$ cat src/lpx_defs.svh
// Exchange limit and encoding constants for the link parameter exchange negotiator.
`ifndef LPX_DEFS_SVH
`define LPX_DEFS_SVH
`define LPX_MAX_EXCH      2'h2
`define LPX_MSG_W         3
`define LPX_MSG_NONE      3'h0
`define LPX_MSG_REQ       3'h1
`define LPX_MSG_ACC       3'h2
`define LPX_MSG_RJT       3'h3
`define LPX_MSG_ACK       3'h4
`endif

$ cat src/lpx_pkg.sv
// Types shared by both ends of the link parameter exchange.
`include "lpx_defs.svh"
package lpx_pkg;
	typedef logic [`LPX_MSG_W-1:0] lpx_msg_t;
	typedef enum logic {LPX_ROLE_RESP, LPX_ROLE_ORIG} lpx_role_t;
endpackage

$ cat src/lpx_link_if.sv
// Link between two exchange ports: one message strobe each way.
`timescale 1ns/10ps
interface lpx_link_if;
	logic                tx_vld_a;
	lpx_pkg::lpx_msg_t   tx_msg_a;
	logic                tx_vld_b;
	lpx_pkg::lpx_msg_t   tx_msg_b;
	modport dev_mp  (output tx_vld_a, output tx_msg_a, input tx_vld_b, input tx_msg_b);
	modport peer_mp (output tx_vld_b, output tx_msg_b, input tx_vld_a, input tx_msg_a);
endinterface

$ cat src/lpx_port.sv
// Exchange negotiator core, used at both ends of the link.
//
// How it works
// - originator succeeds after sending ACK to accept.
// - originator fails and isolates after ACK to reject.
// - responder succeeds on ACK to its accept.
// - responder fails and isolates on ACK to reject.
// - negotiation always ends in accept or reject.
// - rejecting responder may retry as originator.
// - rejected originator ACKs, becomes responder, isolated.
// - new responder accepts, then awaits ACK.
// - new responder rejects, awaits ACK, isolates.
// - at most two exchanges, then operational or isolated.
`timescale 1ns/10ps
`include "lpx_defs.svh"
module lpx_port (
	// Clock and reset.
	input  wire logic                clk_i,
	input  wire logic                nrst_i,
	// User side.
	input  wire logic                start_i,
	input  wire logic                accept_i,
	input  wire logic                retry_i,
	output logic                     role_o,
	output logic                     done_o,
	output logic                     oper_o,
	output logic                     isol_o,
	// Link side.
	output logic                     tx_vld_o,
	output lpx_pkg::lpx_msg_t        tx_msg_o,
	input  wire logic                rx_vld_i,
	input  wire lpx_pkg::lpx_msg_t   rx_msg_i
);
	import lpx_pkg::*;

	typedef enum logic [2:0] {LPX_IDLE, LPX_WREPLY, LPX_WACK, LPX_WRETRY, LPX_WREQ, LPX_END} lpx_state_t;

	lpx_state_t  state_reg;
	lpx_state_t  state_next;
	lpx_role_t   role_reg;
	logic [1:0]  exch_reg;
	logic        acc_sent_reg;
	logic        tx_vld_reg;
	lpx_msg_t    tx_msg_reg;
	logic        done_reg;
	logic        oper_reg;
	logic        isol_reg;

	////////////////////////////////////////////////////////////////////////////
	wire rx_req  = rx_vld_i && (rx_msg_i == `LPX_MSG_REQ);
	wire rx_acc  = rx_vld_i && (rx_msg_i == `LPX_MSG_ACC);
	wire rx_rjt  = rx_vld_i && (rx_msg_i == `LPX_MSG_RJT);
	wire rx_ack  = rx_vld_i && (rx_msg_i == `LPX_MSG_ACK);
	wire can_go  = exch_reg < `LPX_MAX_EXCH;

	// Next state; the message sent follows from the same decision.
	always_comb begin
		state_next = state_reg;
		unique case (state_reg)
			LPX_IDLE: begin
				if (start_i && can_go)
					state_next = LPX_WREPLY;
				else if (rx_req && can_go)
					state_next = LPX_WACK;
			end
			LPX_WREPLY: begin
				if (rx_acc)
					state_next = LPX_END;
				else if (rx_rjt)
					state_next = can_go ? LPX_WREQ : LPX_END;
			end
			LPX_WACK: begin
				if (rx_ack)
					state_next = (acc_sent_reg || !can_go) ? LPX_END : LPX_WRETRY;
			end
			LPX_WRETRY: begin
				if (retry_i)
					state_next = LPX_WREPLY;
				else if (start_i)
					state_next = LPX_END;
			end
			LPX_WREQ: begin
				if (rx_req)
					state_next = LPX_WACK;
			end
			LPX_END: state_next = LPX_END;
		endcase
	end

	wire sent_req  = (state_next == LPX_WREPLY) && (state_reg != LPX_WREPLY);
	wire sent_rep  = (state_next == LPX_WACK) && (state_reg != LPX_WACK);
	wire sent_ack  = (state_reg == LPX_WREPLY) && (rx_acc || rx_rjt);
	wire fin       = (state_next == LPX_END) && (state_reg != LPX_END);
	wire fin_ok    = fin && ((state_reg == LPX_WREPLY && rx_acc) || (state_reg == LPX_WACK && acc_sent_reg));
	// A rejected originator hands over the originator role as soon as it acks.
	wire enter_wait = (state_next == LPX_WREQ) && (state_reg != LPX_WREQ);

	////////////////////////////////////////////////////////////////////////////
	always_ff @(posedge clk_i or negedge nrst_i) begin
		if (!nrst_i) begin
			state_reg    <= LPX_IDLE;
			role_reg     <= LPX_ROLE_RESP;
			exch_reg     <= 2'h0;
			acc_sent_reg <= 1'b0;
		end else begin
			state_reg <= state_next;
			if (enter_wait)
				role_reg <= LPX_ROLE_RESP;
			if (sent_req) begin
				role_reg <= LPX_ROLE_ORIG;
				exch_reg <= exch_reg + 2'h1;
			end
			if (sent_rep) begin
				role_reg     <= LPX_ROLE_RESP;
				exch_reg     <= exch_reg + 2'h1;
				acc_sent_reg <= accept_i;
			end
		end
	end

	always_ff @(posedge clk_i or negedge nrst_i) begin
		if (!nrst_i) begin
			tx_vld_reg <= 1'b0;
			tx_msg_reg <= `LPX_MSG_NONE;
		end else begin
			tx_vld_reg <= sent_req || sent_rep || sent_ack;
			if (sent_req)
				tx_msg_reg <= `LPX_MSG_REQ;
			else if (sent_rep)
				tx_msg_reg <= accept_i ? `LPX_MSG_ACC : `LPX_MSG_RJT;
			else if (sent_ack)
				tx_msg_reg <= `LPX_MSG_ACK;
			else
				tx_msg_reg <= `LPX_MSG_NONE;
		end
	end

	// Outcome flags; the port is isolated while waiting out a rejection.
	always_ff @(posedge clk_i or negedge nrst_i) begin
		if (!nrst_i) begin
			done_reg <= 1'b0;
			oper_reg <= 1'b0;
			isol_reg <= 1'b0;
		end else begin
			if (fin) begin
				done_reg <= 1'b1;
				oper_reg <= fin_ok;
				isol_reg <= !fin_ok;
			end else if (state_next == LPX_WREQ || state_next == LPX_WRETRY) begin
				isol_reg <= 1'b1;
			end else if (state_next != LPX_END) begin
				isol_reg <= 1'b0;
			end
		end
	end

	assign role_o   = role_reg;
	assign done_o   = done_reg;
	assign oper_o   = oper_reg;
	assign isol_o   = isol_reg;
	assign tx_vld_o = tx_vld_reg;
	assign tx_msg_o = tx_msg_reg;
endmodule // lpx_port

$ cat src/lpx_peer_end.sv
// Peer end: the negotiator core on the B side of the link.
`timescale 1ns/10ps
module lpx_peer_end (
	// Clock and reset.
	input  wire logic  clk_i,
	input  wire logic  nrst_i,
	// User side.
	input  wire logic  start_i,
	input  wire logic  accept_i,
	input  wire logic  retry_i,
	output logic       role_o,
	output logic       done_o,
	output logic       oper_o,
	output logic       isol_o,
	// Link side.
	lpx_link_if.peer_mp link
);
	lpx_port u_port (
		.clk_i    (clk_i),
		.nrst_i   (nrst_i),
		.start_i  (start_i),
		.accept_i (accept_i),
		.retry_i  (retry_i),
		.role_o   (role_o),
		.done_o   (done_o),
		.oper_o   (oper_o),
		.isol_o   (isol_o),
		.tx_vld_o (link.tx_vld_b),
		.tx_msg_o (link.tx_msg_b),
		.rx_vld_i (link.tx_vld_a),
		.rx_msg_i (link.tx_msg_a)
	);
endmodule // lpx_peer_end

$ cat src/flat_wrapper.sv
// flat-port wrapper written by rule: the top's interface ports become plain ports
module lpx_peer_end_flat 
  (clk_i, nrst_i, start_i, accept_i, retry_i, role_o, done_o, oper_o, isol_o, link_tx_vld_b, link_tx_msg_b, link_tx_vld_a, link_tx_msg_a);
  lpx_link_if link_i ();
  input  wire logic clk_i;
  input  wire logic nrst_i;
  input  wire logic start_i;
  input  wire logic accept_i;
  input  wire logic retry_i;
  output logic role_o;
  output logic done_o;
  output logic oper_o;
  output logic isol_o;
  output wire logic [$bits(link_i.tx_vld_b)-1:0] link_tx_vld_b;
  output wire logic [$bits(link_i.tx_msg_b)-1:0] link_tx_msg_b;
  input wire logic [$bits(link_i.tx_vld_a)-1:0] link_tx_vld_a;
  input wire logic [$bits(link_i.tx_msg_a)-1:0] link_tx_msg_a;
  assign link_tx_vld_b = link_i.tx_vld_b;
  assign link_tx_msg_b = link_i.tx_msg_b;
  assign link_i.tx_vld_a = link_tx_vld_a;
  assign link_i.tx_msg_a = link_tx_msg_a;
  lpx_peer_end u_core (.clk_i(clk_i), .nrst_i(nrst_i), .start_i(start_i), .accept_i(accept_i), .retry_i(retry_i), .role_o(role_o), .done_o(done_o), .oper_o(oper_o), .isol_o(isol_o), .link(link_i));
endmodule
$ cat config.mk
export PLATFORM = sky130hd
export DESIGN_NAME = lpx_peer_end_flat
export DESIGN_NICKNAME = d
export VERILOG_FILES = /design/src/lpx_pkg.sv /design/src/lpx_link_if.sv /design/src/lpx_port.sv /design/src/lpx_peer_end.sv /design/src/flat_wrapper.sv
export VERILOG_INCLUDE_DIRS = /design/src
export SDC_FILE = /design/constraint.sdc
export NUM_CORES = 1
export LEC_CHECK = 0
export ABC_AREA = 1
export BUFFER_PORTS_ARGS = -buffer_cell sky130_fd_sc_hd__clkbuf_2
export CAP_MARGIN = 20
export CORE_MARGIN = 1.5
export CORE_UTILIZATION = 40
export DETAILED_ROUTE_END_ITERATION = 6
export GPL_ROUTABILITY_DRIVEN = 0
export PLACE_DENSITY = 0.67
export SLEW_MARGIN = 20
export SYNTH_ARGS = -nofsm -noshare
export SYNTH_HDL_FRONTEND = slang
export SYNTH_SLANG_ARGS = --single-unit
$ cat constraint.sdc
create_clock -name clk_i -period 2 [get_ports clk_i]
set_input_delay 0.6 -clock clk_i [delete_from_list [all_inputs] [get_ports clk_i]]
set_output_delay 0.6 -clock clk_i [all_outputs]
set_load 0.03 [all_outputs]
-- Yosys cells after proc, flatten, opt, wreduce, memory -nomap -nowiden
Index checks and enable logic that the tools add are counted.
- $add $sub $neg: 1
- $mul: 0
- divide/modulo/power cells: 0
- order comparisons: 1
- eq/ne operators: 19
- shifts and indexed selects: 0
- muxes and demuxes: 23
- bitwise operators: 0
- reduce and logical (&&, ||, !) cells: 26
- operators by type and width (cell ; count):
    $mux 3 ; 12
    $eq 3x2->1 const B ; 6
    $pmux 3 s6 ; 1
    $eq 3x3->1 const B ; 5
    $logic_and 1x1->1 ; 14
    $eq 3x1->1 const B ; 3
    $ne 3x3->1 const B ; 3
    $mux 1 ; 8
    $logic_or 1x1->1 ; 6
    $reduce_bool 3->1 ; 2
    $mux 2 ; 2
    $logic_not 3->1 ; 1
    $ne 3x1->1 const B ; 1
    $ne 3x2->1 const B ; 1
    $add 2x1->2 const B ; 1
    $logic_not 1->1 ; 2
    $lt 2x2->1 const B ; 1
    $reduce_bool 2->1 ; 1
- register bits: 14
- bits in latches: 0
- memory bits (writable): 0
- bits in read-only memories: 0
- input bits: 9
- output and inout port bits: 8
- word-level logic and storage cells: 79
- memories: 0

-- Logic depth before layout (Yosys ltp)
- word-level depth: 11
- mapped depth: 12
- gate-level depth less buffers: 12

-- Worst setup path after synthesis
No wires, ideal clock.
- path type: input-to-reg
- start point: input port link_tx_vld_a
- end point: register u_core.u_port.exch_reg[0]
- library setup time: 0.117 ns
- data arrival time: 1.471 ns
- setup slack: 0.412 ns
- stages on the path: 11
- cells stage by stage: inv_2 > nor2_2 > nand3_1 > nand2_1 > nand2_1 > nand2_1 > nand2_4 > nor2_4 > nand2_4 > nand3_1 > nand2_1
- cells in the longest elaborated chain, start to end: 8
- RTL lines (item ; RTL line ; RTL):
    start: declaration ; flat_wrapper.sv:16 ; input wire logic [$bits(link_i.tx_vld_a)-1:0] link_tx_vld_a;
    $logic_and 1x1->1 ; lpx_port.sv:50 ; wire rx_req = rx_vld_i && (rx_msg_i == `LPX_MSG_REQ);
    $logic_and 1x1->1 ; lpx_port.sv:63 ; else if (rx_req && can_go)
    $mux 3 ; lpx_port.sv:63 ;
    $mux 3 ; lpx_port.sv:61 ; if (start_i && can_go)
    $pmux 3 s6 * ; lpx_port.sv:59 ; unique case (state_reg)
    named net u_core.u_port.state_next[0] ; lpx_port.sv:39 ; lpx_state_t state_next;
    $eq 3x2->1 / $eq 3x1->1 (equally long branches) ; lpx_port.sv:91, lpx_port.sv:90 ;
    $logic_and 1x1->1, on equally long branches ; lpx_port.sv:91, lpx_port.sv:90 ;
    $mux 2 / $reduce_bool 2->1 (equally long branches) ; n/a ;
    end signal: assignment ; lpx_port.sv:111 ; exch_reg <= exch_reg + 2'h1;
    end signal: assignment ; lpx_port.sv:115 ; exch_reg <= exch_reg + 2'h1;
    end: declaration ; lpx_port.sv:41 ; logic [1:0] exch_reg;
Mark *: on every way through the listed nets, which the timed path passes. The rest lies on a longest branch.
A chain may end at the register's enable or synchronous reset.

-- Worst setup path after layout
- start point: register u_core.u_port.state_reg[2]
- end point: register u_core.u_port.exch_reg[1]
- RTL lines (item ; RTL line ; RTL):
    start: declaration ; lpx_port.sv:38 ; lpx_state_t state_reg;
    start signal: assignment ; lpx_port.sv:106 ; state_reg <= state_next;
    $eq 3x3->1, or another cell as far along ; lpx_port.sv:59 ;
    $pmux 3 s6 * ; lpx_port.sv:59 ;
    named net u_core.u_port.state_next[0] ; lpx_port.sv:39 ;
    $eq 3x2->1 / $eq 3x1->1 (equally long branches) ; lpx_port.sv:91, lpx_port.sv:90 ;
    $logic_and 1x1->1, on equally long branches ; lpx_port.sv:91, lpx_port.sv:90 ;
    $mux 2 / $reduce_bool 2->1 (equally long branches) ; n/a ;
Marked as above.

==> results.txt <==
The most common flop cell mapped by yosys is dfrtp_1. For this run, the share of the core covered by cells in the final layout is 49.08%. The startpoint identified for the worst register-to-register timing path is u_core.u_port.state_reg[2].

The highest ir drop seen on vdd is 0.9361 mV. For this run, the total global-route usage over all layers was measured as 16.76%. dfrtp_1 takes more of the synthesized area than any other cell. In this run, synthesis produced a sequential element count of 14.

The type of the setup path with the least slack is flip-flop to flip-flop. Across the run, the number of max-cap violations was 0. The global-route wire length before repair is 3.305 mm. The adder and majority gate portion of the synthesized area came out at 0%. The CTS H-tree depth came out at 1. The number of placed instances with taps included came out at 166. The worst setup path is captured at a flip-flop. The number of distinct library cell variants in the gate-level netlist after synthesis is 23. The worst-case reg-to-reg path depth is 10. In the final layout, the share of cells above drive strength 1 is 37.32%.

The total power density per cell area came out at 1474 mW/mm². The number of nets in the layout came out at 152. The critical path ends at u_core.u_port.exch_reg[1]. The number of primary I/O pins came out at 17.

Final hold analysis gives a worst-case slack of 0.2059 ns. The number of vias in the routed layout came out at 836. The overall die width came out at 51.79 µm. The overall die area is 0.002682 mm².

The setup TNS is 0 ns. The share of synthesized area spent on multiplexers is 0%. The total setup violations reported at the end of the flow came out at 0. TritonCTS built the clock tree. The number of global-route vias before repair came out at 768. The fraction of the cycle the final worst path needs is 84.44%. The number of hold violations in the final report came out at 0. The floorplan has 17 rows. The repair_antennas step left the layout with diodes totalling 0. The detail-routed via count per cell is 4.918. The flop-to-flop setup slack is 0.31 ns. The remaining number of nets flagged by the antenna check after routing came out at 0. Tracing the worst setup path back leads to its startpoint at u_core.u_port.state_reg[2]. The final instance count without filler cells is 170. Counting instances in the post-synthesis netlist gives the leading cell types as nand2_1, nand3_1, dfrtp_1.

Summing the areas of all xor and xnor instances in the mapped netlist gives 0.9198% of the synthesized area. The detail-routed net length per standard cell came out at 11.38 µm. The cell area that synthesis handed to floorplanning was 952.2 µm².

Sequential elements use 36.79% of the synthesized area. The simple-gate portion of the synthesized area came out at 47.96%. The worst setup path is launched from a flip-flop. The area of placed instances is 0.001060 mm². Wires add up to 1.934 mm. The number of CTS-inserted buffers is 3.

The initial antenna violation count came out at 0. The number of enable-type register cells in the synthesized netlist is 0. The post-placement worst setup slack is 0.1231 ns. Entering global routing, the biggest net connects 15 pins. The quantity of I/O buffers inserted on ports came out at 16. The CTS clock-pin slew for the worst setup and hold paths came out at 0.08 ns.

Traced cell by cell, the critical path runs through inv_2 > nand2_4 > nor2_4 > nand2_1 > nand2_2 > nor2_4 > nand2_4 > nand4_2 > nand3_1 > nand2_1. The number of warnings reported in the yosys synthesis log is 0. The buffer and inverter count on the worst path is 1. The post-cts sizing count is 0. Summing the areas of all compound-gate instances in the mapped netlist gives 5.519% of the synthesized area. The initial utilization of the core area, before any placement, comes to 42.63%. The worst endpoint data arrival time came out at 1.87 ns. Summed over all layers, the global routing overflow is 0. The clock sink count is 14. The endpoint of the most critical register-to-register path is u_core.u_port.exch_reg[1].

The run finished with clean final reports. The final setup skew came out at 0.001369 ns. The area growth from synthesis to final layout is 15.11%. The number of nets produced by synthesis came out at 132. In the synthesized netlist the async set-or-reset flop fraction comes to 100.0%. In this run the biggest area consumer among cell types represents 36.79% of the synthesized area. The achievable clock frequency came out at 0.5921 GHz. The mean post-synth cell area is 7.741 µm².

The final count of pins violating max slew came out at 0. The number of iterations in the first detailed-routing pass is 4. The core region is 0.002233 mm². The number of gates on the worst path with buffers counted came out at 10. Detailed placement finished with a half-perimeter wire length of 1.584 mm.

The measured slew at the worst slew-check pin came out at 0.4094 ns. Ranked by total cell area, the synthesized netlist is headed by dfrtp_1, nand2_1, nand3_1. With fillers left out, the area of the finished cells amounts to 0.001096 mm². The family with the most delay on the worst path is simple AND/OR/NAND/NOR gates.

The clock tree root driver cell is clkbuf_4. By area, the combinational part of the netlist is dominated by simple AND/OR/NAND/NOR gates. On the worst path, the slowest cell contributes a delay of 0.48 ns. The die outline height is 51.79 µm.

For this block, the initial DRC count from the detailed router was 13. The minimum setup slack in the final design came out at 0.3112 ns. The worst pin sits at a relative slew slack of 72.71%. STA puts the critical path data required time at 2.18 ns. The final period demand of the worst path is 1.689 ns. Setup repair after global routing left no endpoint under its margin.

The path class of the tightest hold or removal check is input pin to asynchronous set/reset pin. The longest clock path from root to sink contains 2 buffers. The library cell with the highest instance count after synthesis is nand2_1.

The count of hold buffers inserted by post-cts repair is 0. The synthesized netlist cell count came out at 123. Power comes to 1.615 mW. The slowest stage of the critical path belongs to the cell dfrtp_1. For this run, design rule violations remaining after detail routing come to 0. The clock latency on the worst-skew pair is 0.28 ns. The biggest fanout along the worst timing path is 7. The analysis attributes to cell leakage a power of 0.6011 nW. In this run the post-CTS setup repair buffer count came out at 0.
cell usage in the layout (no fill, tap or decap), types with 2 or more instances in the layout:
cell type,n
nor2_1,11
nand2_2,3
o21ai_2,2
nand3_2,5
dfrtp_1,14
clkbuf_2,16
o21ai_0,2
clkbuf_4,3
nor2_2,6
inv_1,11
nand2_1,27
nand3_1,15
inv_2,6
nand4_1,3
nand2_4,4
nor2_4,5
layer usage:
metal	up-vias	global-route usage, %	routed length, µm
met5	-	0	0
met4	0	4.386	25
met3	4	4.310	98
met2	27	27.99	985
met1	374	21.55	824
li1	431	-	-
worst register-to-register path, delay by kind of cell, from the launching register on:
family / cells / cell delay, ns
simple gates: 9 / 0.97
buf+inv: 1 / 0.15
flops: 1 / 0.48
final cells by class:
class                           count  area, µm²
Fill cell                         230       1137
Multi-Input combinational cell     89      518.0
Sequential cell                    14      350.3
Timing Repair Buffer               16      80.08
Inverter                           19      76.32
Clock buffer                        4      36.28
Tap cell                           28      35.03
cell families (layout without fill, tap and decap cells):
logic type,Yosys count,after routing
AOI/OAI and AO/OA,8,8
xor gates and xnor gates,1,1
buffers and inverters,20,39
DFF,14,14
and+or+nand+nor,80,80
report_power, final:
part	leakage (nW)	internal, mW	switching [mW]
clock	0.0210	0.111	0.0890
combinational	0.408	0.309	0.605
sequential	0.172	0.387	0.115
how the worst min path moves through the flow:
stage | start | end | slack, ns | depth (start not counted)
3_3_place_gp | u_core.u_port.done_o | u_core.u_port.done_o | 0.45 | 2
4_1_cts | nrst_i | u_core.u_port.done_o | 0.21 | 1
3_5_place_dp | u_core.u_port.done_o | u_core.u_port.done_o | 0.45 | 2
5_1_grt | nrst_i | u_core.u_port.done_o | 0.23 | 1
2_1_floorplan | nrst_i | u_core.u_port.acc_sent_reg | 0.30 | 0
6_report | nrst_i | u_core.u_port.done_o | 0.21 | 1
No activity file was read; power rests on OpenSTA's default activity.
